### src/rls_pkg.sv
package rls_pkg;
   // Hold counts in oscillator cycles.
   localparam int unsigned RLS_HOLD_SHORT = 66;
   localparam int unsigned RLS_HOLD_XTAL = 5000;
   // Oscillator start-up allowance, in nanoseconds, and the clock period.
   localparam int unsigned RLS_OSC_START_NS = 4000;
   localparam int unsigned RLS_CLK_PERIOD_NS = 4;
   localparam int unsigned RLS_OSC_START_CYC =
      (RLS_OSC_START_NS + RLS_CLK_PERIOD_NS - 1) / RLS_CLK_PERIOD_NS;
   localparam int unsigned RLS_CNT_W = 16;
   localparam logic [15:0] RLS_VEC_ADDR_LO = 16'h0002;
   localparam logic [15:0] RLS_VEC_ADDR_HI = 16'h0003;
   localparam int unsigned RLS_GPIO_W = 8;
   localparam logic [7:0] RLS_GPIO_DIR_RST = 8'h00;
   localparam logic [7:0] RLS_GPIO_PUE_RST = 8'h00;

   typedef enum logic [2:0] {
      RLS_IDLE = 3'b000,
      RLS_OSC_WAIT = 3'b001,
      RLS_HOLD = 3'b010,
      RLS_PIN_WAIT = 3'b011,
      RLS_VEC_LO = 3'b100,
      RLS_VEC_HI = 3'b101,
      RLS_RUN = 3'b110
   } rls_state_t;

   typedef enum logic [1:0] {
      RLS_SRC_NONE = 2'b00,
      RLS_SRC_POR = 2'b01,
      RLS_SRC_PIN = 2'b10,
      RLS_SRC_STOP = 2'b11
   } rls_src_t;
endpackage

### src/rls_sequencer.sv
`timescale 1ns/1ps
// Function
// - Hold reset 66 oscillator cycles after start-up.
// - Crystal option stretches hold to 5000 cycles.
// - Allow 4 us oscillator start-up first.
// - Stop wake-up resets only CPU, watchdog, oscillator.
// - Power-on hold starts once supply passes threshold.
// - Stay in reset while reset pin held.
// - GPIO become inputs, pull-ups off, except shared pin.
// - Shared pin open-drain, driven low during reset.
// - CPU, peripherals idle; oscillators keep running.
// - Load control registers with reset values.
// - Fetch reset vector from 0002H and 0003H.
// - Clock from internal oscillator after system reset.
module rls_sequencer
   import rls_pkg::*;
#(
   parameter int unsigned HOLD_SHORT = rls_pkg::RLS_HOLD_SHORT,
   parameter int unsigned HOLD_XTAL = rls_pkg::RLS_HOLD_XTAL,
   parameter int unsigned OSC_START_CYC = rls_pkg::RLS_OSC_START_CYC
) (
   // Internal oscillator clock and reset.
   input wire logic clock,
   input wire logic rst_n,
   // Reset sources and crystal option, asynchronous.
   input wire logic supply_above_por,
   input wire logic ext_reset_pin_n,
   input wire logic stop_wake,
   input wire logic xtal_option_en,
   // Shared reset pin, open drain.
   output logic shared_reset_pin_out,
   output logic shared_reset_pin_oe,
   // GPIO reset configuration.
   output logic [rls_pkg::RLS_GPIO_W-1:0] gpio_dir_out,
   output logic [rls_pkg::RLS_GPIO_W-1:0] gpio_pue,
   output logic gpio_port_reset,
   // Core and register control.
   output logic cpu_reset_n,
   output logic periph_idle,
   output logic ctrl_reg_load,
   output logic watchdog_control_reg_load,
   output logic oscillator_control_reg_load,
   output logic sysclk_sel_ipo,
   output logic osc_keep_running,
   // Reset vector fetch.
   output logic vec_fetch,
   output logic [15:0] vec_addr,
   input wire logic [7:0] vec_data,
   output logic [15:0] pc_load_val,
   output logic pc_load
);
   import rls_pkg::*;

   if (HOLD_SHORT < 1 || HOLD_XTAL < 1 || OSC_START_CYC < 1 ||
       HOLD_SHORT > (1 << RLS_CNT_W) || HOLD_XTAL > (1 << RLS_CNT_W) ||
       OSC_START_CYC > (1 << RLS_CNT_W)) begin : g_bad_count
      $error("rls_sequencer: count parameter out of range");
   end

   localparam logic [RLS_CNT_W-1:0] OSC_LD = RLS_CNT_W'(OSC_START_CYC - 1);
   localparam logic [RLS_CNT_W-1:0] SHORT_LD = RLS_CNT_W'(HOLD_SHORT - 1);
   localparam logic [RLS_CNT_W-1:0] XTAL_LD = RLS_CNT_W'(HOLD_XTAL - 1);

   logic supply_s;
   logic pin_n_s;
   logic wake_s;
   logic xtal_s;
   logic supply_seen_q;
   logic wake_prev_q;
   logic pin_prev_q;
   rls_state_t state_q;
   rls_src_t src_q;
   logic cnt_load;
   logic [RLS_CNT_W-1:0] cnt_val;
   logic cnt_done;
   logic [7:0] vec_lo_q;
   logic por_ev;
   logic pin_ev;
   logic wake_ev;

   rls_sync #(.W(4)) u_sync (
      .clock(clock),
      .rst_n(rst_n),
      .async_in({supply_above_por, ext_reset_pin_n, stop_wake, xtal_option_en}),
      .sync_out({supply_s, pin_n_s, wake_s, xtal_s})
   );

   // The hold counter runs from the oscillator clock itself.
   rls_counter #(.W(RLS_CNT_W)) u_cnt (
      .clock(clock),
      .rst_n(rst_n),
      .load(cnt_load),
      .load_val(cnt_val),
      .done(cnt_done)
   );

   // Edge history for the reset sources.
   always_ff @(posedge clock or negedge rst_n) begin
      if (!rst_n) begin
         supply_seen_q <= 1'b0;
         wake_prev_q <= 1'b0;
         // Matches the synchroniser's reset value, so no false edge follows reset.
         pin_prev_q <= 1'b0;
      end else begin
         supply_seen_q <= supply_s;
         wake_prev_q <= wake_s;
         pin_prev_q <= pin_n_s;
      end
   end

   // A supply drop back under threshold restarts a power-on sequence.
   assign por_ev = !supply_s;
   assign pin_ev = pin_prev_q && !pin_n_s;
   assign wake_ev = wake_s && !wake_prev_q && (state_q == RLS_RUN);

   // Sequence control.
   always_ff @(posedge clock or negedge rst_n) begin
      if (!rst_n) begin
         state_q <= RLS_IDLE;
         src_q <= RLS_SRC_POR;
      end else if (por_ev) begin
         state_q <= RLS_IDLE;
         src_q <= RLS_SRC_POR;
      end else if (pin_ev && state_q != RLS_IDLE) begin
         state_q <= RLS_OSC_WAIT;
         src_q <= RLS_SRC_PIN;
      end else if (wake_ev) begin
         state_q <= RLS_OSC_WAIT;
         src_q <= RLS_SRC_STOP;
      end else begin
         case (state_q)
            RLS_IDLE: begin
               if (supply_seen_q) begin
                  state_q <= RLS_OSC_WAIT;
               end
            end
            RLS_OSC_WAIT: begin
               if (cnt_done) begin
                  state_q <= RLS_HOLD;
               end
            end
            RLS_HOLD: begin
               if (cnt_done) begin
                  state_q <= pin_n_s ? RLS_VEC_LO : RLS_PIN_WAIT;
               end
            end
            RLS_PIN_WAIT: begin
               if (pin_n_s) begin
                  state_q <= RLS_VEC_LO;
               end
            end
            RLS_VEC_LO: begin
               state_q <= RLS_VEC_HI;
            end
            RLS_VEC_HI: begin
               state_q <= RLS_RUN;
            end
            RLS_RUN: begin
               state_q <= RLS_RUN;
            end
            default: begin
               state_q <= RLS_IDLE;
            end
         endcase
      end
   end

   // Counter loads on entry to the start-up wait and to the hold phase.
   always_comb begin
      cnt_load = 1'b0;
      cnt_val = OSC_LD;
      if (por_ev || pin_ev || wake_ev || (state_q == RLS_IDLE && supply_seen_q)) begin
         cnt_load = 1'b1;
         cnt_val = OSC_LD;
      end else if (state_q == RLS_OSC_WAIT && cnt_done) begin
         cnt_load = 1'b1;
         cnt_val = xtal_s ? XTAL_LD : SHORT_LD;
      end
   end

   // Reset outputs; all release on the oscillator clock.
   always_ff @(posedge clock or negedge rst_n) begin
      if (!rst_n) begin
         cpu_reset_n <= 1'b0;
         periph_idle <= 1'b1;
         osc_keep_running <= 1'b1;
      end else begin
         cpu_reset_n <= (state_q == RLS_RUN);
         periph_idle <= (state_q != RLS_RUN);
         osc_keep_running <= 1'b1;
      end
   end

   // Register reset loads; stop wake-up touches only two registers.
   always_ff @(posedge clock or negedge rst_n) begin
      if (!rst_n) begin
         ctrl_reg_load <= 1'b1;
         watchdog_control_reg_load <= 1'b1;
         oscillator_control_reg_load <= 1'b1;
         sysclk_sel_ipo <= 1'b1;
      end else begin
         ctrl_reg_load <= (state_q != RLS_RUN) && (src_q != RLS_SRC_STOP);
         watchdog_control_reg_load <= (state_q != RLS_RUN);
         oscillator_control_reg_load <= (state_q != RLS_RUN);
         // The clock select returns to the internal oscillator on any reset.
         sysclk_sel_ipo <= (state_q != RLS_RUN);
      end
   end

   // Port reset: GPIO to inputs without pull-ups, shared pin pulled low.
   always_ff @(posedge clock or negedge rst_n) begin
      if (!rst_n) begin
         gpio_dir_out <= RLS_GPIO_DIR_RST;
         gpio_pue <= RLS_GPIO_PUE_RST;
         gpio_port_reset <= 1'b1;
         shared_reset_pin_out <= 1'b0;
         shared_reset_pin_oe <= 1'b1;
      end else begin
         gpio_dir_out <= RLS_GPIO_DIR_RST;
         gpio_pue <= RLS_GPIO_PUE_RST;
         gpio_port_reset <= (state_q != RLS_RUN) && (src_q != RLS_SRC_STOP);
         shared_reset_pin_out <= 1'b0;
         shared_reset_pin_oe <= (state_q != RLS_RUN) && (src_q != RLS_SRC_STOP);
      end
   end

   // Reset vector fetch, low address then high address.
   always_ff @(posedge clock or negedge rst_n) begin
      if (!rst_n) begin
         vec_fetch <= 1'b0;
         vec_addr <= RLS_VEC_ADDR_LO;
         vec_lo_q <= 8'h00;
         pc_load_val <= 16'h0000;
         pc_load <= 1'b0;
      end else begin
         pc_load <= 1'b0;
         vec_fetch <= 1'b0;
         if (state_q == RLS_VEC_LO) begin
            vec_fetch <= 1'b1;
            vec_addr <= RLS_VEC_ADDR_HI;
            vec_lo_q <= vec_data;
         end else if (state_q == RLS_VEC_HI) begin
            pc_load_val <= {vec_lo_q, vec_data};
            pc_load <= !por_ev;
         end else if (state_q != RLS_RUN) begin
            vec_addr <= RLS_VEC_ADDR_LO;
            // The fetch starts one cycle after the cycle that leaves the hold phase or the pin wait, in RLS_VEC_LO.
            vec_fetch <= !por_ev && pin_n_s &&
                         ((state_q == RLS_PIN_WAIT) || (state_q == RLS_HOLD && cnt_done));
         end
      end
   end
endmodule

### src/rls_sync.sv
`timescale 1ns/1ps
module rls_sync #(
   parameter int W = 1
) (
   // Clock and reset.
   input wire logic clock,
   input wire logic rst_n,
   // Data.
   input wire logic [W-1:0] async_in,
   output logic [W-1:0] sync_out
);
   logic [W-1:0] meta_q;

   always_ff @(posedge clock or negedge rst_n) begin
      if (!rst_n) begin
         meta_q <= '0;
         sync_out <= '0;
      end else begin
         meta_q <= async_in;
         sync_out <= meta_q;
      end
   end
endmodule

### src/rls_counter.sv
`timescale 1ns/1ps
module rls_counter #(
   parameter int W = 16
) (
   // Clock and reset.
   input wire logic clock,
   input wire logic rst_n,
   // Control.
   input wire logic load,
   input wire logic [W-1:0] load_val,
   output logic done
);
   logic [W-1:0] cnt_q;

   if (W < 2) begin : g_bad_width
      $error("rls_counter: width must be at least 2");
   end

   always_ff @(posedge clock or negedge rst_n) begin
      if (!rst_n) begin
         cnt_q <= '0;
      end else if (load) begin
         cnt_q <= load_val;
      end else if (cnt_q != '0) begin
         cnt_q <= cnt_q - {{(W-1){1'b0}}, 1'b1};
      end
   end

   // Done must not look at load: the sequencer derives load from done.
   assign done = (cnt_q == '0);
endmodule

### config.mk
export PLATFORM = sky130hd
export DESIGN_NAME = rls_sequencer
export DESIGN_NICKNAME = d
export VERILOG_FILES = /design/src/rls_pkg.sv /design/src/rls_sequencer.sv /design/src/rls_sync.sv /design/src/rls_counter.sv
export SDC_FILE = /design/constraint.sdc
export NUM_CORES = 1
export LEC_CHECK = 0
export BUFFER_PORTS_ARGS = -buffer_cell sky130_fd_sc_hd__buf_2
export CAP_MARGIN = 30
export CORE_MARGIN = 1.5
export CORE_UTILIZATION = 53
export CTS_BUF_LIST = sky130_fd_sc_hd__clkbuf_16
export CTS_CLUSTER_SIZE = 24
export DETAILED_ROUTE_END_ITERATION = 8
export PLACE_DENSITY = 0.8
export SLEW_MARGIN = 25
export SYNTH_ARGS = -nofsm -noshare
export SYNTH_HDL_FRONTEND = slang
export SYNTH_SLANG_ARGS = --single-unit
export TNS_END_PERCENT = 10
### constraint.sdc
create_clock -name clock -period 2.1 [get_ports clock]
set_input_delay 0.21 -clock clock [delete_from_list [all_inputs] [get_ports clock]]
set_output_delay 0.21 -clock clock [all_outputs]
set_load 0.01 [all_outputs]
# Word-level counts from Yosys, hierarchy flattened
# Cells that the tools add are included.
# op_classes
mux,27
n_addsub,1
n_bitwise,1
div,0
shifts,0
order_cmp,0
reduce_logical,27
n_eq_ne,14
mul,0
# ops
operator,n
$mux 16,5
$mux 13,3
$mux 3,8
$ne 5x5->1 const B,4
$pmux 3 s6,1
$logic_not 16->1,1
$reduce_bool 16->1,1
$sub 16x1->16 const B,1
$logic_and 1x1->1,10
$eq 3x3->1 const B,3
$mux 1,7
$eq 3x2->1 const B,2
$mux 2,3
$ne 3x3->1 const B,2
$logic_or 1x1->1,4
$ne 2x2->1 const B,2
$reduce_and 2->1,2
$reduce_and 4->1,1
$reduce_bool 2->1,2
$eq 3x1->1 const B,1
$logic_not 1->1,3
$logic_not 3->1,1
$reduce_bool 3->1,1
$reduce_or 2->1,1
$not 1->1,1
# word_totals
ram_bits,0
wordCells,86
ff_bits,77
memories,0
output_inout_bits,60
input_bits,14
romBits,0
latchBits,0

# Longest topological paths before layout
# logic_depth
depth_word,7
depth_mapped,8
mapped_depth_nobuf,7

# Modules after synthesis
# From an unflattened synthesis, not the netlist that was laid out.
# unflattened
cells_unflattened,265
hier_area_um2,3069.2
# by_module_without_submodules
mod,cells_each,seq_area_each_um2,instances,area_per_inst_um2
rls_sequencer,153,954.7,1,1863.0
rls_counter,104,400.4,1,1006.0
rls_sync,8,200.2,1,200.2

# Least setup slack after synthesis
# OpenSTA, ideal clock, no wires.
# synth_path
path_type,reg2reg
startpoint,reg u_cnt.cnt_q[0]
endpoint,reg state_q[2]
path_slack_ps,192
stages_incl_launch_ff,8
setup_ps,96
required_time_ps,2004
arrival_ps,1812
path_buffers,0
synth_period_minus_slack_ps,1908
path_cell_list,dfrtp_1 inv_1 ha_1 nor4b_4 nand4_2 and2_4 or4_4 a311oi_2
# synth_via
elab_chain_len,3
word_cells_on_any_way,4
classes_between,eq/ne: 2; reduce/logical: 2
# synth_lines
item,line_no,source
"start, declared",rls_counter.sv:13,logic [W-1:0] cnt_q;
"start signal, assigned",rls_counter.sv:23,cnt_q <= load_val;
"start signal, assigned",rls_counter.sv:25,"cnt_q <= cnt_q - {{(W-1){1'b0}}, 1'b1};"
$logic_not 16->1 (*),rls_counter.sv:30,assign done = (cnt_q == '0);
$ne 5x5->1 (no line),n/a,
$reduce_and 4->1 (no line) (*),n/a,
"end signal, assigned",rls_sequencer.sv:144,state_q <= pin_n_s ? RLS_VEC_LO : RLS_PIN_WAIT;
"end, declared",rls_sequencer.sv:71,rls_state_t state_q;
# Mark *: on every way between the ends. The rest lies on a longest branch, timed or not.
# A chain may end at the register's enable or synchronous reset.

# Worst setup path after layout
# layout_path
startpoint,reg u_cnt.cnt_q[4]
endpoint,reg state_q[2]
# Same word-level chain as after synthesis.

==> insert_results.sql <==
INSERT INTO impl_metrics (metric_group, metric, value, unit) VALUES
('floorplanning', 'num_io_pins', '74', ''),
('clock_network', 'tritoncts_num_sinks', '62', ''),
('yosys', 'fraction_of_the_yosys_area_taken_by_sequential_cells', '52.9', '%'),
('grt', 'wire_length_of_the_first_global_routing_pass', '8960', 'um'),
('timing', 'fin_crit', '2.01', 'ns'),
('yosys', 'synth-seq-cells', '62', ''),
('place', 'routabilityCongestion', '0.823', ''),
('timing', 'finalClockSkew', '0.00450', 'ns'),
('routing', 'number_of_vias_per_cell_after_detailed_routing', '5.20', ''),
('power_and_ir_drop', 'share_comb_of_total_power', '22.9', '%'),
('floorplanning', 'die_h', '77.5', 'um'),
('worst_setup_path', 'critical_path_peak_fanout', '5', ''),
('timing', 'worst_pin_slew', '0.607', 'ns'),
('timing', 'max_freq', '496', 'MHz'),
('timing', 'timing.max_slew.rel_slack', '59.5', '%'),
('timing', 'rsz0062_at_grt', 'yes', ''),
('yosys', 'fraction_of_registers_with_async_set_or_reset_after_synthesis', '100', '%'),
('place', 'dp_hpwl', '3590', 'um'),
('routing', 'wl', '5200', 'um'),
('yosys', 'syn_area_per_cell', '11.4', 'um2'),
('routing', 'detailroute.via_count', '1990', ''),
('worst_setup_path', 'critical-path-slowest-cell', 'nor4_2', ''),
('yosys', 'synth.top_cells.by_area', 'dfrtp_1 (50%), buf_4 (9.7%), mux2_2 (9.6%)', ''),
('clock_network', 'tritoncts.num_buffers', '9', ''),
('layout', 'final.fill_count', '395', ''),
('timing', 'finalHoldWorstSlack', '0.134', 'ns'),
('clock_network', 'cts_max_path_buffers', '2', ''),
('worst_setup_path', 'critical_path_end_type', 'flop', ''),
('power_and_ir_drop', 'share_clk_of_total_power', '36.8', '%'),
('worst_setup_path', 'cells_traversed_along_the_worst_timing_path', 'nor4_2 -> nand4_2 -> and2_4 -> or4_4 -> a311oi_2', ''),
('clock_network', 'clock_tree.htree_level_count', '3', ''),
('yosys', 'synth-warning-count', '0', ''),
('clock_network', 'cts_tree', 'done', ''),
('clock_network', 'path_clk_slew', '0.05', 'ns'),
('worst_setup_path', 'worstSetupStartpointType', 'flop', ''),
('layout', 'finalNonFillerCells', '383', ''),
('place', 'placed_cells', '363', ''),
('worst_setup_path', 'worstSetupPathType', 'reg2reg', ''),
('power_and_ir_drop', 'max-vdd-ir-drop', '827', 'uV'),
('yosys', 'postSynth.topFlopCell', 'dfrtp_1', ''),
('yosys', 'netlist_area_before_placement', '0.00294', 'mm2'),
('timing', 'tns', '0', 'ns'),
('power_and_ir_drop', 'power-per-cell-area', '1180', 'mW/mm2'),
('layout', 'seqCellArea', '0.00156', 'mm2'),
('worst_setup_path', 'critPathRequiredTime', '2.33', 'ns'),
('yosys', 'postSynthCellCount', '258', ''),
('layout', 'multi_input_comb_area', '0.00117', 'mm2'),
('timing', 'report.final.setup_viol', '0', ''),
('power_and_ir_drop', 'internal_power', '2.99', 'mW'),
('hold_path', 'hold_path.class', 'in2reg', ''),
('floorplanning', 'placeableCoreArea', '0.00524', 'mm2'),
('layout', 'antenna_cells', '0', ''),
('routing', 'number_of_iterations_in_the_first_detailed_routing_pass', '4', ''),
('power_and_ir_drop', 'netSwitchingPower', '1.14', 'mW'),
('run_status', 'status', 'finished, final reports clean', ''),
('grt', 'number_of_antenna_violations_at_the_first_check_in_global_routing', '0', ''),
('worst_setup_path', 'critical_path_arrival', '2.24', 'ns'),
('timing', 'final_hold_viol_count', '0', ''),
('grt', 'grt_overflow_total', '0', ''),
('routing', 'detail_route.wl_per_cell', '13.6', 'um'),
('floorplanning', 'initial_core_util', '56.1', '%'),
('timing', 'final-max-slew-violation-count', '0', ''),
('yosys', 'synth_enable_flop_cells', '0', ''),
('timing', 'period_share', '95.9', '%'),
('job', 'cap_violations', '0', ''),
('grt', 'grt_pass1_vias', '1901', ''),
('grt', 'grtUsageTotal', '19.4', '%'),
('worst_setup_path', 'cp_slowest_stage_delay', '0.49', 'ns'),
('floorplanning', 'dieWidth', '77.5', 'um'),
('layout', 'syn_to_final_growth', '18.7', '%'),
('routing', 'final_routed_drc_violation_total', '0', '');
kinds of logic after synthesis:
group,share of synthesized area [%]
other,0.255
buffers and inverters,11.9
adder cells (fa/ha/maj),0.851
flip-flops,52.9
AND/OR/NAND/NOR,13.7
multiplexers,9.91
XOR/XNOR,2.09
AO/OA/AOI/OAI,8.43
routing by layer:
layer  vias to the layer above  track usage, %  wire length [um]
met5                         -               0                 0
met1                       969            25.4              2290
met4                         0            10.4                47
met2                        85            30.1              2560
li1                        929               -                 -
met3                         7            4.24               306
final timing paths:
kind                                                 start                      endpoint  slack [ns]  cells past startpoint
worst max-delay path            u_cnt.cnt_q[4]$_DFFE_PN0P_        state_q[2]$_DFFE_PN0P_        0.09                      5
worst min-delay path                           vec_data[1]       vec_lo_q[1]$_DFFE_PN0P_        0.13                      2
worst max register to register  u_cnt.cnt_q[4]$_DFFE_PN0P_        state_q[2]$_DFFE_PN0P_        0.09                      5
worst min register to register  u_sync.meta_q[0]$_DFF_PN0_  u_sync.sync_out[0]$_DFF_PN0_        0.35                      0
max in group asynchronous                            rst_n    u_cnt.cnt_q[5]$_DFFE_PN0P_        1.06                      3
min in group asynchronous                            rst_n    pc_load_val[2]$_DFFE_PN0P_        0.44                      2
cells in the mapped netlist, types with 3 or more instances:
library cell   n
nand3_1        3
nor3_1         5
buf_2          4
nand2_1       15
and2_1         3
buf_4         38
mux2_2        25
nor2_1        19
dfstp_2        3
clkbuf_1       4
xor2_1         3
inv_1          8
xnor2_1        4
dfrtp_1       59
o21ai_0       10
a21oi_1       12
a211oi_1       3
what timing repair did:
action                                 CTS  global route
setup endpoints to repair                0             6
hold buffers                             5             0
setup buffers                            0             0
gates resized for setup                  0             5
endpoints found under the hold margin   26             0
stage by stage:
step                      worst slack, ns  total power, mW  area (um2)  util [%]
after floorplan                     0.192             2.30        3060         -
after global placement              0.162             2.56        3110      59.4
after detailed placement            0.109             2.61        3110      59.4
after CTS                          0.0914             4.15        3470      66.3
after global routing              -0.0109             4.34        3490      66.7
final                              0.0859             4.13        3490      66.7
power groups by stage:
stage               Combinational (mW)  Sequential [mW]  Clock (mW)
floorplan                        0.609             1.69           0
global placement                 0.901             1.66           0
detailed placement               0.929             1.68           0
CTS                              0.943             1.66        1.55
global route                      1.04             1.70        1.60
finish                           0.947             1.66        1.52
layout make-up:
| class | count | share of cell area [%] |
|---|---|---|
| Sequential cell | 62 | 44.6 |
| Multi-Input combinational cell | 173 | 33.4 |
| Timing Repair Buffer | 55 | 9.68 |
| Clock buffer | 9 | 6.45 |
| Clock inverter | 6 | 2.51 |
| Tap cell | 70 | 2.51 |
| Inverter | 8 | 0.860 |
flip-flops by register name, summed over array words and instances (netlist names), 2 cells and up:
signal	cells
pc_load_val	16
vec_lo_q	8
state_q	3
u_sync.meta_q	4
u_sync.sync_out	4
src_q	2
u_cnt.cnt_q	16
worst max-delay path, delay by kind of cell, from the launching register on:
kind / cells / cell delay, ns
simple gates: 4 / 1.25
flops: 1 / 0.43
compound gates: 1 / 0.24
Power figures use the tool's default switching activity.
